## src/logic/ofs_pkg.sv

```systemverilog
// constants shared by the oscillator enable and frequency tune block
package ofs_pkg;
  localparam int unsigned ADDR_W = 4;
  localparam int unsigned DATA_W = 32;
  localparam int unsigned REG_W = 8;
  localparam int unsigned NUM_OSC = 5;
  localparam int unsigned CODE_W = 4;
  localparam int unsigned SRC_W = 3;
  localparam int unsigned MHZ_W = 6;
  localparam int unsigned TRIM_W = 6;
  localparam int unsigned MODE_W = 3;

  // byte offsets on the register bus
  localparam logic [ADDR_W-1:0] OFS_MANUAL_ENABLE = 4'h0;
  localparam logic [ADDR_W-1:0] OFS_FREQ_SELECT = 4'h4;
  localparam logic [ADDR_W-1:0] OFS_TUNING = 4'h8;
  localparam logic [ADDR_W-1:0] OFS_ENABLE_STATUS = 4'hC;

  // bit positions in the manual enable register
  localparam int unsigned BIT_EXT = 7;
  localparam int unsigned BIT_FAST = 6;
  localparam int unsigned BIT_SLOW = 4;
  localparam int unsigned BIT_SEC = 3;
  localparam int unsigned BIT_CONV = 2;

  // index of each oscillator in the request and enable vectors
  localparam int unsigned IDX_EXT = 4;
  localparam int unsigned IDX_FAST = 3;
  localparam int unsigned IDX_SLOW = 2;
  localparam int unsigned IDX_SEC = 1;
  localparam int unsigned IDX_CONV = 0;

  // writable bits and reset values
  localparam logic [REG_W-1:0] MASK_MANUAL_ENABLE = 8'hDC;
  localparam logic [REG_W-1:0] MASK_FREQ_SELECT = 8'h0F;
  localparam logic [REG_W-1:0] MASK_TUNING = 8'h3F;
  localparam logic [REG_W-1:0] RST_MANUAL_ENABLE = 8'h00;
  localparam logic [REG_W-1:0] RST_FREQ_SELECT = 8'h06;
  localparam logic [REG_W-1:0] RST_TUNING = 8'h00;

  // status register layout
  localparam int unsigned STAT_RESERVED_BIT = 7;
  localparam int unsigned STAT_PLL_BIT = 6;

  // clock source selections
  localparam logic [SRC_W-1:0] SRC_PLL_2X = 3'h0;
  localparam logic [SRC_W-1:0] SRC_FAST_INT = 3'h6;

  // frequency codes
  localparam logic [CODE_W-1:0] FRQ_C0 = 4'h0;
  localparam logic [CODE_W-1:0] FRQ_C1 = 4'h1;
  localparam logic [CODE_W-1:0] FRQ_C2 = 4'h2;
  localparam logic [CODE_W-1:0] FRQ_C3 = 4'h3;
  localparam logic [CODE_W-1:0] FRQ_C4 = 4'h4;
  localparam logic [CODE_W-1:0] FRQ_C5 = 4'h5;
  localparam logic [CODE_W-1:0] FRQ_C6 = 4'h6;

  // frequencies in MHz
  localparam logic [MHZ_W-1:0] MHZ_0 = 6'h00;
  localparam logic [MHZ_W-1:0] MHZ_1 = 6'h01;
  localparam logic [MHZ_W-1:0] MHZ_2 = 6'h02;
  localparam logic [MHZ_W-1:0] MHZ_4 = 6'h04;
  localparam logic [MHZ_W-1:0] MHZ_8 = 6'h08;
  localparam logic [MHZ_W-1:0] MHZ_12 = 6'h0C;
  localparam logic [MHZ_W-1:0] MHZ_16 = 6'h10;
  localparam logic [MHZ_W-1:0] MHZ_24 = 6'h18;
  localparam logic [MHZ_W-1:0] MHZ_32 = 6'h20;

  // bias that turns the signed trim into an unsigned ramp
  localparam logic [TRIM_W-1:0] TRIM_BIAS = 6'h20;
endpackage

```

## src/logic/ofs_freq_if.sv

```systemverilog
// carrier between the register block and the frequency decoder
`timescale 1ns/1ns
interface ofs_freq_if;
  logic [ofs_pkg::CODE_W-1:0] code;
  logic [ofs_pkg::SRC_W-1:0]  source;
  logic [ofs_pkg::MHZ_W-1:0]  mhz;
  logic                       reserved;
  logic                       pll;
  modport dec  (input code, input source, output mhz, output reserved, output pll);
  modport user (output code, output source, input mhz, input reserved, input pll);
endinterface

```

## src/logic/ofs_top.sv

```systemverilog
// oscillator manual enables, frequency select and trim behind an avalon slave
//
// Design decisions made here: the Avalon-MM interface to the registers and the register addresses.
`timescale 1ns/1ns
// Notes on behaviour
// - a set external manual bit forces the external oscillator on in its configured mode.
// - a set fast internal manual bit keeps that oscillator on at the selected frequency.
// - a set slow internal manual bit forces the 31 kHz oscillator on.
// - a set secondary manual bit forces the secondary oscillator on.
// - a set converter manual bit forces the 600 kHz oscillator on.
// - the top four frequency select bits ignore writes and read as zero.
// - with the internal source chosen the code gives 1, 2, 4, 8, 12, 16 or 32 MHz, 0010 reserved.
// - with the doubled source chosen codes 0100 to 0110 give 16, 24 and 32 MHz, others reserved.
// - the six bit trim moves the fast oscillator, zero being centre and reset value.
module ofs_top (
  input  wire logic                          CLK,
  input  wire logic                          RST,
  input  wire logic [ofs_pkg::ADDR_W-1:0]    ADDRESS,
  input  wire logic                          READ,
  input  wire logic                          WRITE,
  input  wire logic [ofs_pkg::DATA_W-1:0]    WRITEDATA,
  input  wire logic [3:0]                    BYTEENABLE,
  output logic      [ofs_pkg::DATA_W-1:0]    READDATA,
  output logic                               WAITREQUEST,
  input  wire logic [ofs_pkg::NUM_OSC-1:0]   PERIPH_REQ,
  input  wire logic [ofs_pkg::SRC_W-1:0]     NEW_SOURCE_SELECT,
  input  wire logic [ofs_pkg::MODE_W-1:0]    EXT_OSC_MODE_CONFIG,
  output logic [ofs_pkg::NUM_OSC-1:0]        OSC_ENABLE,
  output logic [ofs_pkg::MODE_W-1:0]         EXT_OSC_MODE,
  output logic [ofs_pkg::CODE_W-1:0]         FAST_OSC_FREQ_CODE,
  output logic [ofs_pkg::MHZ_W-1:0]          FAST_OSC_MHZ,
  output logic                               FAST_OSC_PLL_2X,
  output logic                               FAST_OSC_RESERVED,
  output logic [ofs_pkg::TRIM_W-1:0]         FAST_OSC_TRIM,
  output logic [ofs_pkg::TRIM_W-1:0]         FAST_OSC_TRIM_LEVEL
);
  import ofs_pkg::*;

  logic [REG_W-1:0]   oscillator_manual_enable;
  logic [REG_W-1:0]   internal_osc_frequency_select;
  logic [REG_W-1:0]   internal_osc_tuning;
  logic [NUM_OSC-1:0] req_meta;
  logic [NUM_OSC-1:0] req_sync;
  logic [SRC_W-1:0]   src_meta;
  logic [SRC_W-1:0]   src_sync;
  logic [MODE_W-1:0]  mode_meta;
  logic [MODE_W-1:0]  mode_sync;
  logic [NUM_OSC-1:0] force_on;
  logic [NUM_OSC-1:0] next_enable;
  logic               wr_take;
  logic [REG_W-1:0]   wr_byte;
  logic [REG_W-1:0]   next_readback;
  logic [REG_W-1:0]   status;

  ofs_freq_if freq ();

  ofs_freq_decode u_decode (
    .f (freq)
  );

  // masked write of lane 0 onto an 8-bit register
  function automatic logic [REG_W-1:0] merge(
    input logic [REG_W-1:0] old_val,
    input logic [REG_W-1:0] new_val,
    input logic [REG_W-1:0] mask
  );
    merge = (old_val & ~mask) | (new_val & mask);
  endfunction

  // external inputs pass two flip-flops before use
  always_ff @(posedge CLK or posedge RST) begin
    if (RST) begin
      req_meta  <= '0;
      req_sync  <= '0;
      src_meta  <= SRC_FAST_INT;
      src_sync  <= SRC_FAST_INT;
      mode_meta <= '0;
      mode_sync <= '0;
    end else begin
      req_meta  <= PERIPH_REQ;
      req_sync  <= req_meta;
      src_meta  <= NEW_SOURCE_SELECT;
      src_sync  <= src_meta;
      mode_meta <= EXT_OSC_MODE_CONFIG;
      mode_sync <= mode_meta;
    end
  end

  // one wait cycle, then a single cycle with waitrequest low
  always_ff @(posedge CLK or posedge RST) begin
    if (RST) begin
      WAITREQUEST <= 1'b1;
    end else if ((READ || WRITE) && WAITREQUEST) begin
      WAITREQUEST <= 1'b0;
    end else begin
      WAITREQUEST <= 1'b1;
    end
  end

  assign wr_take = WRITE && !WAITREQUEST && BYTEENABLE[0];
  assign wr_byte = WRITEDATA[REG_W-1:0];

  always_ff @(posedge CLK or posedge RST) begin
    if (RST) begin
      oscillator_manual_enable <= RST_MANUAL_ENABLE;
    end else if (wr_take && ADDRESS == OFS_MANUAL_ENABLE) begin
      oscillator_manual_enable <= merge(oscillator_manual_enable, wr_byte, MASK_MANUAL_ENABLE);
    end
  end

  always_ff @(posedge CLK or posedge RST) begin
    if (RST) begin
      internal_osc_frequency_select <= RST_FREQ_SELECT;
    end else if (wr_take && ADDRESS == OFS_FREQ_SELECT) begin
      // upper nibble stays zero whatever is written
      internal_osc_frequency_select <= merge(internal_osc_frequency_select, wr_byte,
                                             MASK_FREQ_SELECT);
    end
  end

  always_ff @(posedge CLK or posedge RST) begin
    if (RST) begin
      internal_osc_tuning <= RST_TUNING;
    end else if (wr_take && ADDRESS == OFS_TUNING) begin
      internal_osc_tuning <= merge(internal_osc_tuning, wr_byte, MASK_TUNING);
    end
  end

  // manual force bits gathered into the enable vector order
  always_comb begin
    force_on           = '0;
    force_on[IDX_EXT]  = oscillator_manual_enable[BIT_EXT];
    force_on[IDX_FAST] = oscillator_manual_enable[BIT_FAST];
    force_on[IDX_SLOW] = oscillator_manual_enable[BIT_SLOW];
    force_on[IDX_SEC]  = oscillator_manual_enable[BIT_SEC];
    force_on[IDX_CONV] = oscillator_manual_enable[BIT_CONV];
  end

  // force bit or a request from another module turns each oscillator on
  generate
    for (genvar i = 0; i < NUM_OSC; i++) begin : g_en
      assign next_enable[i] = force_on[i] | req_sync[i];
    end
  endgenerate

  always_ff @(posedge CLK or posedge RST) begin
    if (RST) begin
      OSC_ENABLE   <= '0;
      EXT_OSC_MODE <= '0;
    end else begin
      OSC_ENABLE   <= next_enable;
      EXT_OSC_MODE <= mode_sync;
    end
  end

  assign freq.code   = internal_osc_frequency_select[CODE_W-1:0];
  assign freq.source = src_sync;

  always_ff @(posedge CLK or posedge RST) begin
    if (RST) begin
      FAST_OSC_FREQ_CODE <= RST_FREQ_SELECT[CODE_W-1:0];
      FAST_OSC_MHZ       <= MHZ_16;
      FAST_OSC_PLL_2X    <= 1'b0;
      FAST_OSC_RESERVED  <= 1'b0;
    end else begin
      FAST_OSC_FREQ_CODE <= freq.code;
      FAST_OSC_MHZ       <= freq.mhz;
      FAST_OSC_PLL_2X    <= freq.pll;
      FAST_OSC_RESERVED  <= freq.reserved;
    end
  end

  // signed trim plus bias gives a ramp from 00 0000 (low) to 11 1111 (high)
  always_ff @(posedge CLK or posedge RST) begin
    if (RST) begin
      FAST_OSC_TRIM       <= RST_TUNING[TRIM_W-1:0];
      FAST_OSC_TRIM_LEVEL <= TRIM_BIAS;
    end else begin
      FAST_OSC_TRIM       <= internal_osc_tuning[TRIM_W-1:0];
      FAST_OSC_TRIM_LEVEL <= internal_osc_tuning[TRIM_W-1:0] ^ TRIM_BIAS;
    end
  end

  always_comb begin
    status                    = '0;
    status[NUM_OSC-1:0]       = OSC_ENABLE;
    status[STAT_PLL_BIT]      = FAST_OSC_PLL_2X;
    status[STAT_RESERVED_BIT] = FAST_OSC_RESERVED;
  end

  always_comb begin
    unique case (ADDRESS)
      OFS_MANUAL_ENABLE: next_readback = oscillator_manual_enable;
      OFS_FREQ_SELECT:   next_readback = internal_osc_frequency_select;
      OFS_TUNING:        next_readback = internal_osc_tuning;
      OFS_ENABLE_STATUS: next_readback = status;
      default:           next_readback = '0;
    endcase
  end

  // read data captured while waitrequest is still high, held through the answer
  always_ff @(posedge CLK or posedge RST) begin
    if (RST) begin
      READDATA <= '0;
    end else if (READ && WAITREQUEST) begin
      READDATA <= {{(DATA_W-REG_W){1'b0}}, next_readback};
    end
  end
endmodule // ofs_top

```

## src/logic/ofs_freq_decode.sv

```systemverilog
// maps the frequency code and source selection to a nominal frequency
`timescale 1ns/1ns
module ofs_freq_decode (
  ofs_freq_if.dec f
);
  import ofs_pkg::*;

  always_comb begin
    f.pll      = (f.source == SRC_PLL_2X);
    f.mhz      = MHZ_0;
    f.reserved = 1'b0;
    if (f.pll) begin
      unique case (f.code)
        FRQ_C4:  f.mhz = MHZ_16;
        FRQ_C5:  f.mhz = MHZ_24;
        FRQ_C6:  f.mhz = MHZ_32;
        default: f.reserved = 1'b1;
      endcase
    end else begin
      unique case (f.code)
        FRQ_C0:  f.mhz = MHZ_1;
        FRQ_C1:  f.mhz = MHZ_2;
        FRQ_C2:  f.reserved = 1'b1;
        FRQ_C3:  f.mhz = MHZ_4;
        FRQ_C4:  f.mhz = MHZ_8;
        FRQ_C5:  f.mhz = MHZ_12;
        FRQ_C6:  f.mhz = MHZ_16;
        default: f.mhz = MHZ_32;
      endcase
    end
  end
endmodule // ofs_freq_decode

```

## config.mk

```make
export PLATFORM = sky130hd
export DESIGN_NAME = ofs_top
export DESIGN_NICKNAME = d
export VERILOG_FILES = /design/src/logic/ofs_pkg.sv /design/src/logic/ofs_freq_if.sv /design/src/logic/ofs_top.sv /design/src/logic/ofs_freq_decode.sv
export SDC_FILE = /design/constraint.sdc
export NUM_CORES = 1
export LEC_CHECK = 0
export ABC_AREA = 1
export BUFFER_PORTS_ARGS = -buffer_cell sky130_fd_sc_hd__buf_4
export CAP_MARGIN = 20
export CORE_AREA = 2 2 92 94
export CTS_CLUSTER_SIZE = 16
export DETAILED_ROUTE_END_ITERATION = 7
export DIE_AREA = 0 0 94 96
export PLACE_DENSITY = 0.63
export SLEW_MARGIN = 20
export SYNTH_ARGS = -nofsm -noshare
export SYNTH_HDL_FRONTEND = slang
export SYNTH_SLANG_ARGS = --single-unit
```

## constraint.sdc

```tcl
create_clock -name CLK -period 2.3 [get_ports CLK]
set_input_delay 0.23 -clock CLK [delete_from_list [all_inputs] [get_ports CLK]]
set_output_delay 0.23 -clock CLK [all_outputs]
set_load 0.01 [all_outputs]
```

==> results of run 1 <==
==> worst paths after layout <==
check	endpoint	slack [ns]	depth (start not counted)
max	internal_osc_tuning[1]	0.88	4
min	WAITREQUEST	0.05	2
max reg2reg	internal_osc_tuning[1]	0.88	4
min reg2reg	req_sync[4]	0.35	0
max in group asynchronous	internal_osc_frequency_select[1]	1.10	4
min in group asynchronous	src_meta[0]	0.50	3
==> flip-flops by register name, summed over array words and instances (netlist names), 4 cells and up <==
name	count
READDATA	8
FAST_OSC_MHZ	6
FAST_OSC_TRIM_LEVEL	6
internal_osc_tuning	6
internal_osc_frequency_select	4
OSC_ENABLE	5
oscillator_manual_enable	5
FAST_OSC_FREQ_CODE	4
req_meta	5
req_sync	5
==> final cells by class <==
cell class | count | area (sq um)
sequential | 73 | 1840
timing repair buffer | 82 | 658
tap | 105 | 131
inverter | 20 | 75.1
fill | 777 | 4470
clock inverter | 5 | 56.3
multi-input combinational | 145 | 686
clock buffer | 11 | 131
==> placed cells by master (no fill, tap or decap), types with 5 or more instances in the layout <==
master         synthesis  layout
nand2_1               52      52
o21ai_0               11      11
nand3_1               28      28
dlygate4sd3_1          0      12
inv_1                 20      19
clkbuf_8               0       9
o21ai_1                5       5
or2_2                  5       5
dfstp_2               11      11
buf_4                 30      69
dfrtp_1               62      62
o21ai_2                5       5
conb_1                 1      24
==> stage by stage <==
step            util  hold WS [ns]
4_1_cts        0.444        0.0314
3_5_place_dp   0.406         0.330
6_report       0.444        0.0517
5_1_grt        0.444        0.0319
2_1_floorplan      -         0.234
3_3_place_gp   0.406         0.328
==> logic make-up (layout without fill, tap and decap cells) <==
kind of cell,count (synthesis),count (layout),share of synthesized area
DFF,73,73,0.668
other,1,24,0.00136
AOI/OAI and AO/OA,23,23,0.0495
buffers and inverters,52,118,0.115
and+or+nand+nor,98,98,0.167
==> critical path, delay by kind of cell (launching register included) <==
| family | cells | cell delay (ns) |
|---|---|---|
| flip-flops | 1 | 0.38 |
| AO/OA/AOI/OAI | 1 | 0.06 |
| AND/OR/NAND/NOR | 3 | 0.86 |
==> cell usage after synthesis <==
library cell / count
nand2_1: 52
o21ai_1: 5
o21ai_0: 11
nand3_1: 28
dfrtp_1: 62
a21oi_1: 1
inv_1: 20
nor3_4: 1
nor2_2: 2
buf_6: 1
and3_1: 1
nor3_1: 1
nor2_1: 4
o21ai_2: 5
conb_1: 1
or2_2: 5
buf_4: 30
dfstp_2: 11
a211oi_1: 1
nor4_1: 1
nand3_2: 2
buf_2: 1
nor2_4: 1
==> routing by layer <==
metal / up-vias / GRT usage / share of wire / wire length, microns
li1: 906 / - / - / -
met2: 51 / 0.190 / 0.51 / 2550
met1: 871 / 0.154 / 0.43 / 2160
met4: 0 / 0.0471 / 0.012 / 58
met5: - / 0 / 0 / 0
met3: 7 / 0.0431 / 0.055 / 275
==> report_power, final <==
part	switching (mW)	internal, mW
Clock	0.436	0.499
Combinational	0.204	0.189
Sequential	0.0761	1.42
==> results.md, run 1 <==
- Clock tree buffer depth: 2
- Largest net degree at the start of global routing: 47
- Hold Path Class: in2reg
- Initial Utilization: 0.342
- Initial antenna violation count: 0
- CTS Hold Buffers Added: 12
- Starting DRC count in detailed routing: 84
- H-tree depth: 3
- Syn avg cell area: 11.2 sq um
- Minimum clock period: 1.42 ns
- Peak supply drop: 0.335 mV
- Die Span X: 94 microns
- RR Startpoint: WAITREQUEST
- Clk pin slew, worst setup/hold paths: 0.07 ns
- Dpl cells: 413
- Peak Freq: 0.705 GHz
- Vias in the first global route: 1668
- Slowest cell delay on critical path: 0.38 ns
- Root buf cell: clkbuf_8
- Worst endpoint required time: 2.51 ns
- Slowest-stage cell, CP: dfstp_2
- Ant. Diodes: 0
- Total grt overflow: 0
- Number of synthesis warnings: 0
- Outcome: finished, final reports clean
- Placement Rows: 33
- Crit path launch: WAITREQUEST
- Post-synth cell types: 23
- Post-route ant nets: 0
- Layout area overhead: 29.8%
- Slew headroom: 0.620
- Nature of the critical path startpoint: flop
- Num CTS Buffers: 9
- Synth Register Bits: 73
- Clock sinks: 73
- First-pass GRT wire length: 8.09 mm
- Final Setup Violations: 0
- Drt first pass iters: 4
- Slew Limit Fails: 0
- Via-to-Cell Ratio: 4.16
- Nets: 386
- Cell Chain, Critical Path: nor2_1, nand2_1, nand2_1, o21ai_2
- Final period util: 0.617
- CORE AREA: 8050 sq um
- Sequential fraction of the synthesis area: 0.668
- Worst skew pair latency: 0.33 ns
- Number of gates resized after CTS: 0
- Mapped cell area: 2760 sq um
- Hpwl dp: 3.72 mm
- Synth top area share: 0.563
- Placer Congestion: 0.796
- Worst clock skew: 0.0101 ns
- Kind of critical path: reg2reg
- Top cells by area, synth: dfrtp_1, dfstp_2, buf_4
- Final worst slack: 0.881 ns
- Static leakage: 1.85 nW
- CTS tree: built
- Max-Cap Viols: 0
- PortBufs: 68
- GRT Total Usage: 0.121
- Total Wirelength: 5.04 mm
- Dpl cell area: 3270 sq um
- Die area: 9020 sq um
- Most used cell along the critical path: nand2_1
- PwrDens: 789 nW/um^2
- DR DRC count: 0
- RSZ-0062 raised after global routing: false
- Routed len/inst: 11.4 microns
- Layout cells sized above 1: 0.333
- Final Power: 2.82 mW
- Crit. End Element: flop
- Synth area leader: dfrtp_1
- IO Count: 120
- Routed via count: 1835
- Worst Hold Launch: READ
- Crit Path Max Fanout: 11
- Post-route insts no fill: 441
- Count of mapped cells out of synthesis: 247
- Slew @ Worst Pin: 0.570 ns
- Design area: 3580 sq um
- Final Hold Viols: 0
- Pre-CTS setup slack: 0.907 ns
- Die Y: 96 microns
- Post-CTS Setup Bufs: 0
- WP data arrival: 1.63 ns
- Setup TNS: 0 ns
Note: power is estimated with default switching activity, not from simulation.
==> run 2: changes to the inputs <==
- PLACE_DENSITY: 0.63 -> 0.65
- clock period: 2.3 -> 1.2 ns (I/O delays scaled with it)
==> run 2 against run 1 <==
Against the previous run: total power increased by 110%; via count is 3.3% higher; final cell count grew 2.5%; register-to-register slack worse by 0.85 ns; critical path type is now reg2out; setup slack got worse by 0.87 ns.
==> results.md, run 2 (same netlist as run 1, synthesis figures left out) <==
- Outcome: finished, final reports clean
- Final worst slack: 0.0112 ns
- Final design utilization: 0.468
- Hold Path Class: in2reg
- Hold_ws: 0.0199 ns
- Nature of the critical path startpoint: flop
- Placement Rows: 33
- Dpl cells: 421
- Worst skew pair latency: 0.34 ns
- Initial Utilization: 0.342
- Drt first pass iters: 4
- Worst endpoint required time: 1.08 ns
- GRT Total Usage: 0.125
- First-pass GRT wire length: 8.47 mm
- Fill count: 787
- Final Setup Violations: 0
- Die Span X: 94 microns
- Post-route ant nets: 0
- Largest register FFs: 8
- Post-route insts no fill: 452
- Hpwl dp: 3.80 mm
- RSZ-0062 raised after global routing: true
- Crit. End Element: output pin
- Minimum clock period: 1.19 ns
- Final period util: 0.991
- Final Hold Viols: 0
- Post-CTS Setup Bufs: 0
- Kind of critical path: reg2out
- Nets: 397
- Max-Cap Viols: 0
- PortBufs: 68
- Clock sinks: 73
- Most frequent cells in the layout: buf_4, dfrtp_1, nand2_1
- Dpl cell area: 3350 sq um
- Starting DRC count in detailed routing: 84
- Routed via count: 1896
- Crit Path Max Fanout: 3
- WP data arrival: 1.07 ns
- Pre-CTS setup slack: 0.0178 ns
- Layout area overhead: 36.6%
- Routed len/inst: 11.9 microns
- Vias in the first global route: 1840
- Die Y: 96 microns
- Slew Limit Fails: 0
- Final Power: 5.84 mW
- Setup TNS: 0 ns
- Via-to-Cell Ratio: 4.19
- Design area: 3770 sq um
- DR DRC count: 0
- Layout cells sized above 1: 0.372
- Placer Congestion: 0.847
- Initial antenna violation count: 0
- H-tree depth: 3
- Clock tree buffer depth: 2
- Peak Freq: 0.841 GHz
- Worst clock skew: 0.00793 ns
- Commonest non-fill, non-tap cell in the layout: buf_4
- Largest net degree at the start of global routing: 47
- IO Count: 120
- Static leakage: 1.93 nW
- CORE AREA: 8050 sq um
- Total Wirelength: 5.37 mm
- Peak supply drop: 0.934 mV
- Clk pin slew, worst setup/hold paths: 0.08 ns
- Num CTS Buffers: 9
- Die area: 9020 sq um
- Root buf cell: clkbuf_8
- Largest register by flop count: READDATA
- Ant. Diodes: 0
- PwrDens: 1550 nW/um^2
- CTS tree: built
- Total grt overflow: 0
[run 2: worst paths after layout]
| path | slack, ns | cells past startpoint | endpoint | start |
|---|---|---|---|---|
| hold reg to reg | 0.35 | 0 | req_sync[0] | req_meta[0] |
| setup reg to reg | 0.03 | 4 | FAST_OSC_MHZ[1] | internal_osc_frequency_select[2] |
| setup / recovery | 0.01 | 2 | WAITREQUEST | WAITREQUEST |
| min in group asynchronous | 0.40 | 4 | req_meta[1] | RST |
| hold / removal | 0.02 | 3 | internal_osc_tuning[5] | WRITEDATA[5] |
| max in group asynchronous | 0.45 | 4 | FAST_OSC_FREQ_CODE[2] | RST |
[run 2: layer usage]
layer / up-vias / GRT usage / part of all wire
met5: - / 0 / 0
li1: 927 / - / -
met4: 0 / 0.0652 / 0.018
met3: 9 / 0.0384 / 0.051
met2: 54 / 0.208 / 0.52
met1: 906 / 0.147 / 0.42
[run 2: where the power goes]
group          leakage [nW]  internal [mW]  switching (mW)
registers             0.900           2.72           0.140
logic                 0.923          0.405           0.423
clock network         0.110           1.19           0.961
total                  1.93           4.31            1.52
[run 2: worst max-delay path: stages, from the launching register on]
cell and delay, ns:
dfstp_2 0.55, buf_6 0.10, buf_6 0.09
[run 2: timing repair]
| action | in CTS | in global routing |
|---|---|---|
| cloned | 0 | 1 |
| resized for setup | 3 | 12 |
| endpoints found under the hold margin | 74 | 0 |
| setup endpoints to repair | 1 | 14 |
| pin swaps | 0 | 0 |
| hold buffers | 14 | 0 |
[run 2: layout make-up]
type                    count  area (sq um)  share of cell area
multi-input cells         145           714               0.190
repair buffers             93           773               0.205
inverters                  20          78.8              0.0209
clock inverters             7           103              0.0272
clock buffers               9           124              0.0329
flip-flops and latches     73          1840               0.489
well taps                 105           131              0.0349
==> run 3: changes to the inputs <==
- CAP_MARGIN: 20 -> not set
- CORE_AREA: 2 2 92 94 -> 2 2 87 89
- DIE_AREA: 0 0 94 96 -> 0 0 89 91
- PLACE_DENSITY: 0.65 -> 0.72
==> run 3 against run 2 <==
Against the previous run: die area shrank 10%; sequential power is essentially flat; clock skew shrank 0.00066 ns.
==> results.md, run 3 (same netlist as run 1, synthesis figures left out) <==
- Outcome: finished, final reports clean
- Final period util: 0.975
- Layout area overhead: 34.7%
- Drt first pass iters: 4
- Nature of the critical path startpoint: flop
- Static leakage: 1.90 nW
- Setup TNS: 0 ns
- Multi-input logic area: 727 sq um
- Max-Cap Viols: 0
- Net Sw Frac: 0.261
- Kind of critical path: reg2out
- Initial antenna violation count: 0
- Most frequent cells in the layout: buf_4, dfrtp_1, nand2_1
- Slowest-stage cell, CP: dfstp_2
- Post-route ant nets: 0
- Routing usage on met2: 0.207
- RSZ-0062 raised after global routing: true
- Layout cells sized above 1: 0.368
- Worst clock skew: 0.00727 ns
- Total Wirelength: 5.26 mm
- Total grt overflow: 0
- Cell Chain, Critical Path: buf_4
- Reg area: 1840 sq um
- Final design utilization: 0.520
- CP Buf/Inv Count: 1
- Comb power frac: 0.155
- PwrDens: 1450 nW/um^2
- Worst skew pair latency: 0.34 ns
- Critical path depth in cells: 1
- CORE AREA: 7140 sq um
- Slew Limit Fails: 0
- Hpwl dp: 3.69 mm
- Largest net degree at the start of global routing: 74
- Fill count: 642
- Vias in the first global route: 1767
- Die Y: 91 microns
- Largest register by flop count: READDATA
- Commonest non-fill, non-tap cell in the layout: buf_4
- R2R depth: 5
- IO Count: 120
- PortBufs: 68
- Crit. End Element: output pin
- Die area: 8100 sq um
- Sequential share of power: 0.531
- GR peak layer: met2
- Final Power: 5.39 mW
- Crit Path Max Fanout: 4
- H-tree depth: 3
- Clock sinks: 73
- Final Setup Violations: 0
- Top Family by Delay on Critical Path: flip-flops
- First-pass GRT wire length: 8.50 mm
- Peak Freq: 0.854 GHz
- Switching pwr: 1.41 mW
- Die Span X: 89 microns
- Slowest cell delay on critical path: 0.58 ns
- Clk pin slew, worst setup/hold paths: 0.07 ns
- WP data arrival: 1.05 ns
- Clock tree buffer depth: 2
- Pint: 3.99 mW
- Placement Rows: 31
- Met3 Use GR: 0.0500
- GRT Total Usage: 0.141
- Num CTS Buffers: 9
- Ant. Diodes: 0
- Initial Utilization: 0.386
- Routed via count: 1891
- Nets: 398
- Peak supply drop: 0.694 mV
- CTS tree: built
- Starting DRC count in detailed routing: 145
- DR DRC count: 0
- Hold_ws: 0.0283 ns
- Routed len/inst: 11.8 microns
- Met1 GRT Util: 0.182
- Final Hold Viols: 0
- Placer Congestion: 0.802
- Clock share of power: 0.314
- Minimum clock period: 1.17 ns
- Hold Path Depth: 3
- Minimum setup slack among reg-to-reg paths: 0.06 ns
- Hold Path Class: in2reg
- Root buf cell: clkbuf_8
- Via-to-Cell Ratio: 4.23
- Largest register FFs: 8
- Worst endpoint required time: 1.08 ns
==> run 3: cell count changes in the layout (fill, tap and decap cells not counted), moves of 2 or more <==
cell       previous run  this run
clkinv_4              2         0
clkinv_2              0         3
clkbuf_1              0         2
clkbuf_8              9        11
buf_6                 4         0
buf_4                73        77
inv_6                 2         0
bufinv_16             2         0
==> run 3: final cells by class <==
cell class / instances / area share
clock buffer: 13 / 0.0428
clock inverter: 3 / 0.00404
inverter: 20 / 0.0212
multi-input combinational: 145 / 0.196
sequential: 73 / 0.496
tap: 99 / 0.0334
timing repair buffer: 94 / 0.207
==> run 3: layer usage <==
| layer | routed length (microns) | vias up | share of wire |
|---|---|---|---|
| met5 | 0 | - | 0 |
| met4 | 120 | 0 | 0.023 |
| met3 | 390 | 9 | 0.074 |
| met2 | 2570 | 78 | 0.49 |
| met1 | 2190 | 877 | 0.42 |
| li1 | - | 927 | - |
==> run 3: path summary, 6_finish.rpt <==
check,startpoint,endpoint
max in group asynchronous,RST,src_meta[1]
max reg2reg,internal_osc_frequency_select[2],FAST_OSC_MHZ[5]
min reg2reg,mode_meta[1],mode_sync[1]
min in group asynchronous,RST,req_meta[4]
max,WAITREQUEST,WAITREQUEST
min,WRITEDATA[7],oscillator_manual_enable[7]
==> run 3: power groups by stage <==
stage	combinational, mW	clock [mW]	sequential (mW)
after global routing	0.927	1.89	2.89
after CTS	0.818	1.75	2.86
after detailed placement	0.776	0	2.90
final	0.835	1.69	2.86
after floorplan	0.387	0	2.94
after global placement	0.756	0	2.89
==> run 3: repair_timing <==
item / in CTS / in global routing
setup endpoints to repair: 7 / 13
endpoints found under the hold margin: 75 / 0
hold buffers: 15 / 0
buffers inserted: 0 / 1
pin swaps: 0 / 1
cloned: 0 / 0
resized for setup: 2 / 9
==> run 3: through the flow <==
step	instance area [sq um]	setup WS (ns)	instances
floorplan	2850	0.101	270
global route	3710	-0.0140	447
CTS	3670	0.0194	446
global placement	3340	0.00223	415
detailed placement	3340	-0.0379	415
finish	3710	0.0296	447
